==> src/verilog/cell_nibble_rx_pkg.sv <==
// package: constants for the fast channel one receive pin block
package cell_nibble_rx_pkg;
    // ----------------------------------------
    // widths and cell framing
    // ----------------------------------------
    localparam int OCTET_W = 8;
    localparam int NIBBLE_W = 4;
    localparam int CELL_OCTETS = 53;
    localparam int CNT_W = 6;
    localparam logic [CNT_W-1:0] CNT_LAST = 6'h34;
    localparam logic [CNT_W-1:0] CNT_RESET = 6'h00;
    localparam logic [OCTET_W-1:0] OCTET_RESET = 8'h00;
    localparam logic [NIBBLE_W-1:0] NIBBLE_RESET = 4'h0;
    localparam int MODULE_CODE_W = 5;
    localparam logic [MODULE_CODE_W-1:0] MODULE_CODE_RESET = 5'h00;
    // direction bit: transmit low, receive high
    localparam logic DIR_TX = 1'b0;
    localparam logic DIR_RX = 1'b1;
    // ----------------------------------------
    // protocol modes
    // ----------------------------------------
    typedef enum logic [1:0] {MODE_CELL, MODE_NIBBLE, MODE_OFF} rx_mode_type;
endpackage : cell_nibble_rx_pkg

==> src/verilog/cell_nibble_receive_pins.sv <==
// module: receive data pins and serial dma monitor of fast channel one
`timescale 1ns/1ns
// How it works
// cell octets on eight lines, bit7 msb
// cells are 53 octets, counted to delimit
// source sends idle cells when empty
// source drives bus only while enable asserted
// nibble modes use lines 3..0, 3 msb
// five-bit module code on monitor outputs
// sixth monitor bit: transmit low, receive high
// sample synchronously, ignore bus when disabled
module cell_nibble_receive_pins
    import cell_nibble_rx_pkg::*;
(
    // clock and reset
    input wire logic clk,
    input wire logic rst_b,
    input wire logic clk_en,
    // mode select
    input wire logic [1:0] rx_mode,
    // receive pins from the physical layer
    input wire logic [OCTET_W-1:0] rx_data_pins,
    input wire logic rx_bus_enable_strobe,
    // received data out
    output logic [OCTET_W-1:0] rx_octet,
    output logic rx_octet_valid,
    output logic rx_cell_start,
    output logic rx_cell_end,
    output logic [NIBBLE_W-1:0] rx_nibble,
    output logic rx_nibble_valid,
    // serial dma monitor
    input wire logic [MODULE_CODE_W-1:0] serial_dma_unit_code,
    input wire logic serial_dma_unit_is_rx,
    output logic [MODULE_CODE_W-1:0] dma_module_code,
    output logic dma_module_dir
);
    // ----------------------------------------
    // mode decode
    // ----------------------------------------
    // capture and count clearing must agree on the decode, so it lives in one place
    function automatic logic mode_is(input logic [1:0] mode, input rx_mode_type want);
        return (mode == want);
    endfunction : mode_is

    // ----------------------------------------
    // sampling
    // ----------------------------------------
    logic [CNT_W-1:0] octet_cnt_reg;
    logic [CNT_W-1:0] octet_cnt_next;
    logic in_cell_mode;
    logic cell_take;
    logic nib_take;
    logic at_first;
    logic at_last;

    assign in_cell_mode = mode_is(rx_mode, MODE_CELL);
    // other sources may own the floating bus, so only strobed octets are taken
    assign cell_take = in_cell_mode && rx_bus_enable_strobe;
    assign nib_take = mode_is(rx_mode, MODE_NIBBLE);
    assign at_first = (octet_cnt_reg == CNT_RESET);
    assign at_last = (octet_cnt_reg == CNT_LAST);
    // wraps after the last octet; idle cells are counted like any other
    assign octet_cnt_next = at_last ? CNT_RESET : octet_cnt_reg + 6'h01;

    // ----------------------------------------
    // cell octet counter
    // ----------------------------------------
    // no resync on header content: a slip is only recovered by a mode change or a reset
    always_ff @(posedge clk or negedge rst_b)
    begin
        if (!rst_b)
        begin
            octet_cnt_reg <= CNT_RESET;
        end
        else if (clk_en)
        begin
            // leaving cell mode abandons a partial cell
            if (!in_cell_mode)
            begin
                octet_cnt_reg <= CNT_RESET;
            end
            else if (cell_take)
            begin
                octet_cnt_reg <= octet_cnt_next;
            end
        end
    end

    // ----------------------------------------
    // captured octet and cell markers
    // ----------------------------------------
    always_ff @(posedge clk or negedge rst_b)
    begin
        if (!rst_b)
        begin
            rx_octet <= OCTET_RESET;
        end
        else if (clk_en && cell_take)
        begin
            rx_octet <= rx_data_pins;
        end
    end

    // markers ride in the same cycle as the octet they belong to
    always_ff @(posedge clk or negedge rst_b)
    begin
        if (!rst_b)
        begin
            rx_octet_valid <= 1'b0;
            rx_cell_start <= 1'b0;
            rx_cell_end <= 1'b0;
        end
        else if (clk_en)
        begin
            rx_octet_valid <= cell_take;
            rx_cell_start <= cell_take && at_first;
            rx_cell_end <= cell_take && at_last;
        end
    end

    // ----------------------------------------
    // nibble capture
    // ----------------------------------------
    // nibble modes have no enable strobe: every enabled edge is a sample
    always_ff @(posedge clk or negedge rst_b)
    begin
        if (!rst_b)
        begin
            rx_nibble <= NIBBLE_RESET;
            rx_nibble_valid <= 1'b0;
        end
        else if (clk_en)
        begin
            rx_nibble_valid <= nib_take;
            if (nib_take)
            begin
                rx_nibble <= rx_data_pins[NIBBLE_W-1:0];
            end
        end
    end

    // ----------------------------------------
    // serial dma monitor
    // ----------------------------------------
    // shadows the unit one cycle late; a code shorter than a cycle is lost
    always_ff @(posedge clk or negedge rst_b)
    begin
        if (!rst_b)
        begin
            dma_module_code <= MODULE_CODE_RESET;
            dma_module_dir <= DIR_TX;
        end
        else if (clk_en)
        begin
            dma_module_code <= serial_dma_unit_code;
            dma_module_dir <= serial_dma_unit_is_rx ? DIR_RX : DIR_TX;
        end
    end

    // ----------------------------------------
    // checks: cell bus
    // ----------------------------------------
    a_octet_capture: assert property (@(posedge clk) disable iff (!rst_b)
        (clk_en && cell_take) |=> (rx_octet == $past(rx_data_pins) && rx_octet_valid))
        else $error("octet not captured");
    a_disabled_ignored: assert property (@(posedge clk) disable iff (!rst_b)
        (clk_en && !rx_bus_enable_strobe) |=> !rx_octet_valid)
        else $error("bus sampled while disabled");
    a_enable_hold: assert property (@(posedge clk) disable iff (!rst_b)
        (clk_en && !cell_take) |=> $stable(rx_octet))
        else $error("octet changed without enable");
    a_cell_count: assert property (@(posedge clk) disable iff (!rst_b)
        octet_cnt_reg <= CNT_LAST)
        else $error("octet count beyond cell");
    a_cell_wrap: assert property (@(posedge clk) disable iff (!rst_b)
        (clk_en && cell_take && octet_cnt_reg == CNT_LAST) |=> (rx_cell_end && octet_cnt_reg == CNT_RESET))
        else $error("cell did not end at 53 octets");
    a_cell_start: assert property (@(posedge clk) disable iff (!rst_b)
        (clk_en && cell_take && octet_cnt_reg == CNT_RESET) |=> (rx_cell_start && !rx_cell_end))
        else $error("cell start not marked");
    a_start_only: assert property (@(posedge clk) disable iff (!rst_b)
        (clk_en && !(cell_take && octet_cnt_reg == CNT_RESET)) |=> !rx_cell_start)
        else $error("cell start marked off the first octet");
    a_end_only: assert property (@(posedge clk) disable iff (!rst_b)
        (clk_en && !(cell_take && octet_cnt_reg == CNT_LAST)) |=> !rx_cell_end)
        else $error("cell end marked off the last octet");
    a_count_clear: assert property (@(posedge clk) disable iff (!rst_b)
        (clk_en && !in_cell_mode) |=> (octet_cnt_reg == CNT_RESET && !rx_octet_valid))
        else $error("count kept outside cell mode");
    a_count_hold: assert property (@(posedge clk) disable iff (!rst_b)
        (clk_en && in_cell_mode && !rx_bus_enable_strobe) |=> $stable(octet_cnt_reg))
        else $error("count moved without enable");

    // ----------------------------------------
    // checks: nibble lines
    // ----------------------------------------
    a_nibble_lines: assert property (@(posedge clk) disable iff (!rst_b)
        (clk_en && nib_take) |=> (rx_nibble == $past(rx_data_pins[3:0]) && !rx_octet_valid))
        else $error("nibble wrong");
    a_nibble_idle: assert property (@(posedge clk) disable iff (!rst_b)
        (clk_en && !nib_take) |=> (!rx_nibble_valid && $stable(rx_nibble)))
        else $error("nibble taken outside nibble mode");

    // ----------------------------------------
    // checks: serial dma monitor
    // ----------------------------------------
    a_module_code: assert property (@(posedge clk) disable iff (!rst_b)
        clk_en |=> dma_module_code == $past(serial_dma_unit_code))
        else $error("module code wrong");
    a_direction_bit: assert property (@(posedge clk) disable iff (!rst_b)
        clk_en |=> dma_module_dir == $past(serial_dma_unit_is_rx))
        else $error("direction bit wrong");

    // ----------------------------------------
    // checks: clock enable freeze
    // ----------------------------------------
    // a low enable must hold every flop, pulses included; the checks below cover all of them but rx_nibble
    a_freeze_state: assert property (@(posedge clk) disable iff (!rst_b)
        !clk_en |=> ($stable(rx_octet) && $stable(rx_octet_valid) && $stable(rx_cell_start)
        && $stable(rx_cell_end) && $stable(rx_nibble_valid) && $stable(octet_cnt_reg)))
        else $error("state moved while frozen");
    a_monitor_freeze: assert property (@(posedge clk) disable iff (!rst_b)
        !clk_en |=> ($stable(dma_module_code) && $stable(dma_module_dir)))
        else $error("monitor moved while frozen");
endmodule : cell_nibble_receive_pins

==> config.mk <==
export PLATFORM = sky130hd
export DESIGN_NAME = cell_nibble_receive_pins
export DESIGN_NICKNAME = d
export VERILOG_FILES = /design/src/verilog/cell_nibble_rx_pkg.sv /design/src/verilog/cell_nibble_receive_pins.sv
export SDC_FILE = /design/constraint.sdc
export NUM_CORES = 1
export LEC_CHECK = 0
export ABC_AREA = 1
export BUFFER_PORTS_ARGS = -buffer_cell sky130_fd_sc_hd__buf_2
export CORE_ASPECT_RATIO = 1.75
export CORE_MARGIN = 2
export CORE_UTILIZATION = 50
export DETAILED_ROUTE_END_ITERATION = 8
export GPL_ROUTABILITY_DRIVEN = 0
export PLACE_DENSITY = 0.89
export SLEW_MARGIN = 15
export SYNTH_ARGS = -nofsm -noshare
export SYNTH_HDL_FRONTEND = slang
export SYNTH_SLANG_ARGS = --single-unit
==> constraint.sdc <==
create_clock -name clk -period 2.62 [get_ports clk]
set_clock_uncertainty 0.2 [all_clocks]
set_input_delay 0.131 -clock clk [delete_from_list [all_inputs] [get_ports clk]]
set_output_delay 0.131 -clock clk [all_outputs]
set_load 0.02 [all_outputs]
==> results.json <==
{
  "status": "completed",
  "cts.repair_timing.setup_buffer_count": 0,
  "final_common_cell": "sky130_fd_sc_hd__buf_2",
  "share_of_the_cycle_needed_by_the_critical_path_after_routing": 0.6152,
  "antenna_left": 0,
  "met3RoutedLength_um": 142,
  "timing.hold.ws_ps": 3.190,
  "leakagePower_nw": 0.8801,
  "crit_path_end_kind": "flop",
  "setup_viol": 0,
  "worstPathRequired_ps": 2580,
  "rows": 23,
  "num-nets-final": 208,
  "first_pass_grt_wire_length_um": 4885,
  "fin_max_slew_vios": 0,
  "report.final.hold_viol_count": 0,
  "ios": 42,
  "proportion_of_power_drawn_by_combinational_gates": 0.204,
  "p_seq_frac": 0.476,
  "htree_num_levels": 1,
  "synth_cell_types": 17,
  "violation_count_after_the_first_detailed_route_iteration": 36,
  "cts-root-to-sink-buffers": 2,
  "top_routing_layer_used": "met4",
  "initial_core_utilization": 0.5239,
  "place_ws_ps": 1095,
  "ir_drop_uv": 443.6,
  "drv.max_cap_violation_count": 0,
  "worst-path-max-fanout": 5,
  "worst_ep_arrival_time_ps": 1570,
  "postSynthAreaPerCell_um2": 9.423,
  "relSlewSlack": 0.6024,
  "multi_input_comb_area_um2": 399.1,
  "io_buffers": 41,
  "clock_power_share": 0.320,
  "largest_net_degree_at_the_start_of_global_routing": 29,
  "yosysSeqAreaShare": 0.5809,
  "finalWorstPathRequiredPeriod_ps": 1612,
  "power_mw": 1.060,
  "num-fill-cells": 159,
  "hold_class": "in -> reg",
  "synth.largest_area_cell": "sky130_fd_sc_hd__dfrtp_1",
  "number_of_flip_flops_in_the_largest_register": 8,
  "wire_length_on_met2_um": 1750,
  "dp.cells": 191,
  "die_area_mm2": 0.002836,
  "placed_cell_area_mm2": 0.001423,
  "diodes": 0,
  "switchingPower_mw": 0.2932,
  "drive_gt1_frac": 0.2919,
  "postLayoutCellArea_mm2": 0.001644,
  "yosys_warnings": 0,
  "first_pass_iters": 4,
  "groute.usage.overall": 0.2601,
  "grt_setup_unrepaired": "false",
  "clk_root_buffer_cell": "sky130_fd_sc_hd__clkbuf_8",
  "post_layout_nonfiller_instances": 210,
  "routed_wire_length_per_instance_um": 14.65,
  "p_per_cell_area_mw_per_mm2": 644.5,
  "maxClockFrequency_mhz": 620.4,
  "ff_latch_area_um2": 700.7,
  "initial_antenna_violation_count": 0,
  "numClockSinks": 28,
  "route.final.wire_length_um": 3076,
  "met1Wirelength_um": 1095,
  "drc_errors": 0,
  "setup_total_negative_slack_ps": 0,
  "cts_tree": "built",
  "p_int_mw": 0.7665,
  "worstSetupStartpointType": "flop",
  "tritoncts.num_buffers": 3,
  "yosys-top-cells-area": "sky130_fd_sc_hd__dfrtp_1 58%, sky130_fd_sc_hd__nand2_1 9.0%, sky130_fd_sc_hd__o21ai_0 7.9%",
  "via_count": 1081,
  "mappedNetlistNets": 150,
  "final_critical_path_setup_slack_ps": 1008,
  "worstSkewPairLatency_ps": 270,
  "syn-instance-count": 128,
  "floorplan.die.width_um": 41.13,
  "die_height_um": 68.97,
  "post_synth_instance_area_mm2": 0.001206,
  "power.switching_fraction": 0.2767,
  "core_mm2": 0.002302,
  "grt_remaining_overflow": 0,
  "synth_seq_cells": 28,
  "detail_route.vias_per_cell": 5.148,
  "dp_hpwl_um": 2020,
  "path_class": "reg -> reg",
  "synth_top_area_frac": 0.5809,
  "tightest_slew_ps": 596.4,
  "clk_pin_slew_ps": 90,
  "syn_to_final_growth_pct": 36.31,
  "mostFrequentLayoutCells": "41 x sky130_fd_sc_hd__buf_2, 29 x sky130_fd_sc_hd__nand2_1, 28 x sky130_fd_sc_hd__dfrtp_1",
  "finalCoreUtilization": 0.7141,
  "first_global_vias": 1156
}
==> cell usage after synthesis (all sizes together) <==
master,count
nand3b,1
inv,23
o22ai,2
dfrtp,28
buf,2
nand2,29
clkbuf,1
nand3,7
mux2,6
ha,2
nand4,1
o21ai,19
nor2,7
==> kinds of logic (layout without fill, tap and decap cells) <==
group	after synthesis	in the layout	share of synthesized area
buf+inv	26	83	0.08816
mux	6	6	0.05601
compound gates	21	21	0.08921
flops	28	28	0.5809
fa+ha+maj	2	2	0.02074
simple gates	45	45	0.1649
==> repair_timing <==
item,4_1_cts,5_1_grt
setup endpoints to repair,0,0
hold endpoints to repair,46,0
hold buffers,15,0
gates resized for setup,0,0
==> power by group through the flow <==
stage	sequential, mW	combinational, mW	clock, mW
6_report	0.505	0.216	0.339
5_1_grt	0.510	0.235	0.358
4_1_cts	0.503	0.213	0.337
3_5_place_dp	0.511	0.195	0
3_3_place_gp	0.509	0.187	0
2_1_floorplan	0.568	0.0520	0
==> path summary, 6_finish.rpt <==
check                                 start          endpoint  slack (ps)  cells past startpoint
min reg2reg                    rx_nibble[0]      rx_nibble[0]         300                      2
min in group asynchronous             rst_b      rx_nibble[2]         180                      2
min                              rx_mode[1]  octet_cnt_reg[1]           3                      4
max reg2reg                octet_cnt_reg[0]  octet_cnt_reg[0]        1010                      7
max in group asynchronous             rst_b  octet_cnt_reg[4]        1650                      2
max                        octet_cnt_reg[0]  octet_cnt_reg[0]        1010                      7
==> metal layers <==
layer  vias up  track usage
met2        48       0.4395
met3        10      0.03846
met4         0       0.1290
met5         -            0
met1       508       0.3034
li1        515            -
==> worst max-delay path: stages, from the launching register on <==
cell and delay, ps:
sky130_fd_sc_hd__dfrtp_1 410, sky130_fd_sc_hd__inv_1 110, sky130_fd_sc_hd__ha_1 170, sky130_fd_sc_hd__nand3_1 90, sky130_fd_sc_hd__nor2_1 260, sky130_fd_sc_hd__nor2_4 80, sky130_fd_sc_hd__nand2_1 80, sky130_fd_sc_hd__o21ai_0 90
==> layout make-up <==
cell class                      count  share of cell area
Multi-Input combinational cell     74              0.2428
Clock inverter                      1             0.01826
Timing Repair Buffer               56              0.2161
Inverter                           23             0.05251
Sequential cell                    28              0.4262
Tap cell                           25             0.01903
Clock buffer                        3             0.02511
No activity file was read; power rests on OpenSTA's default activity.
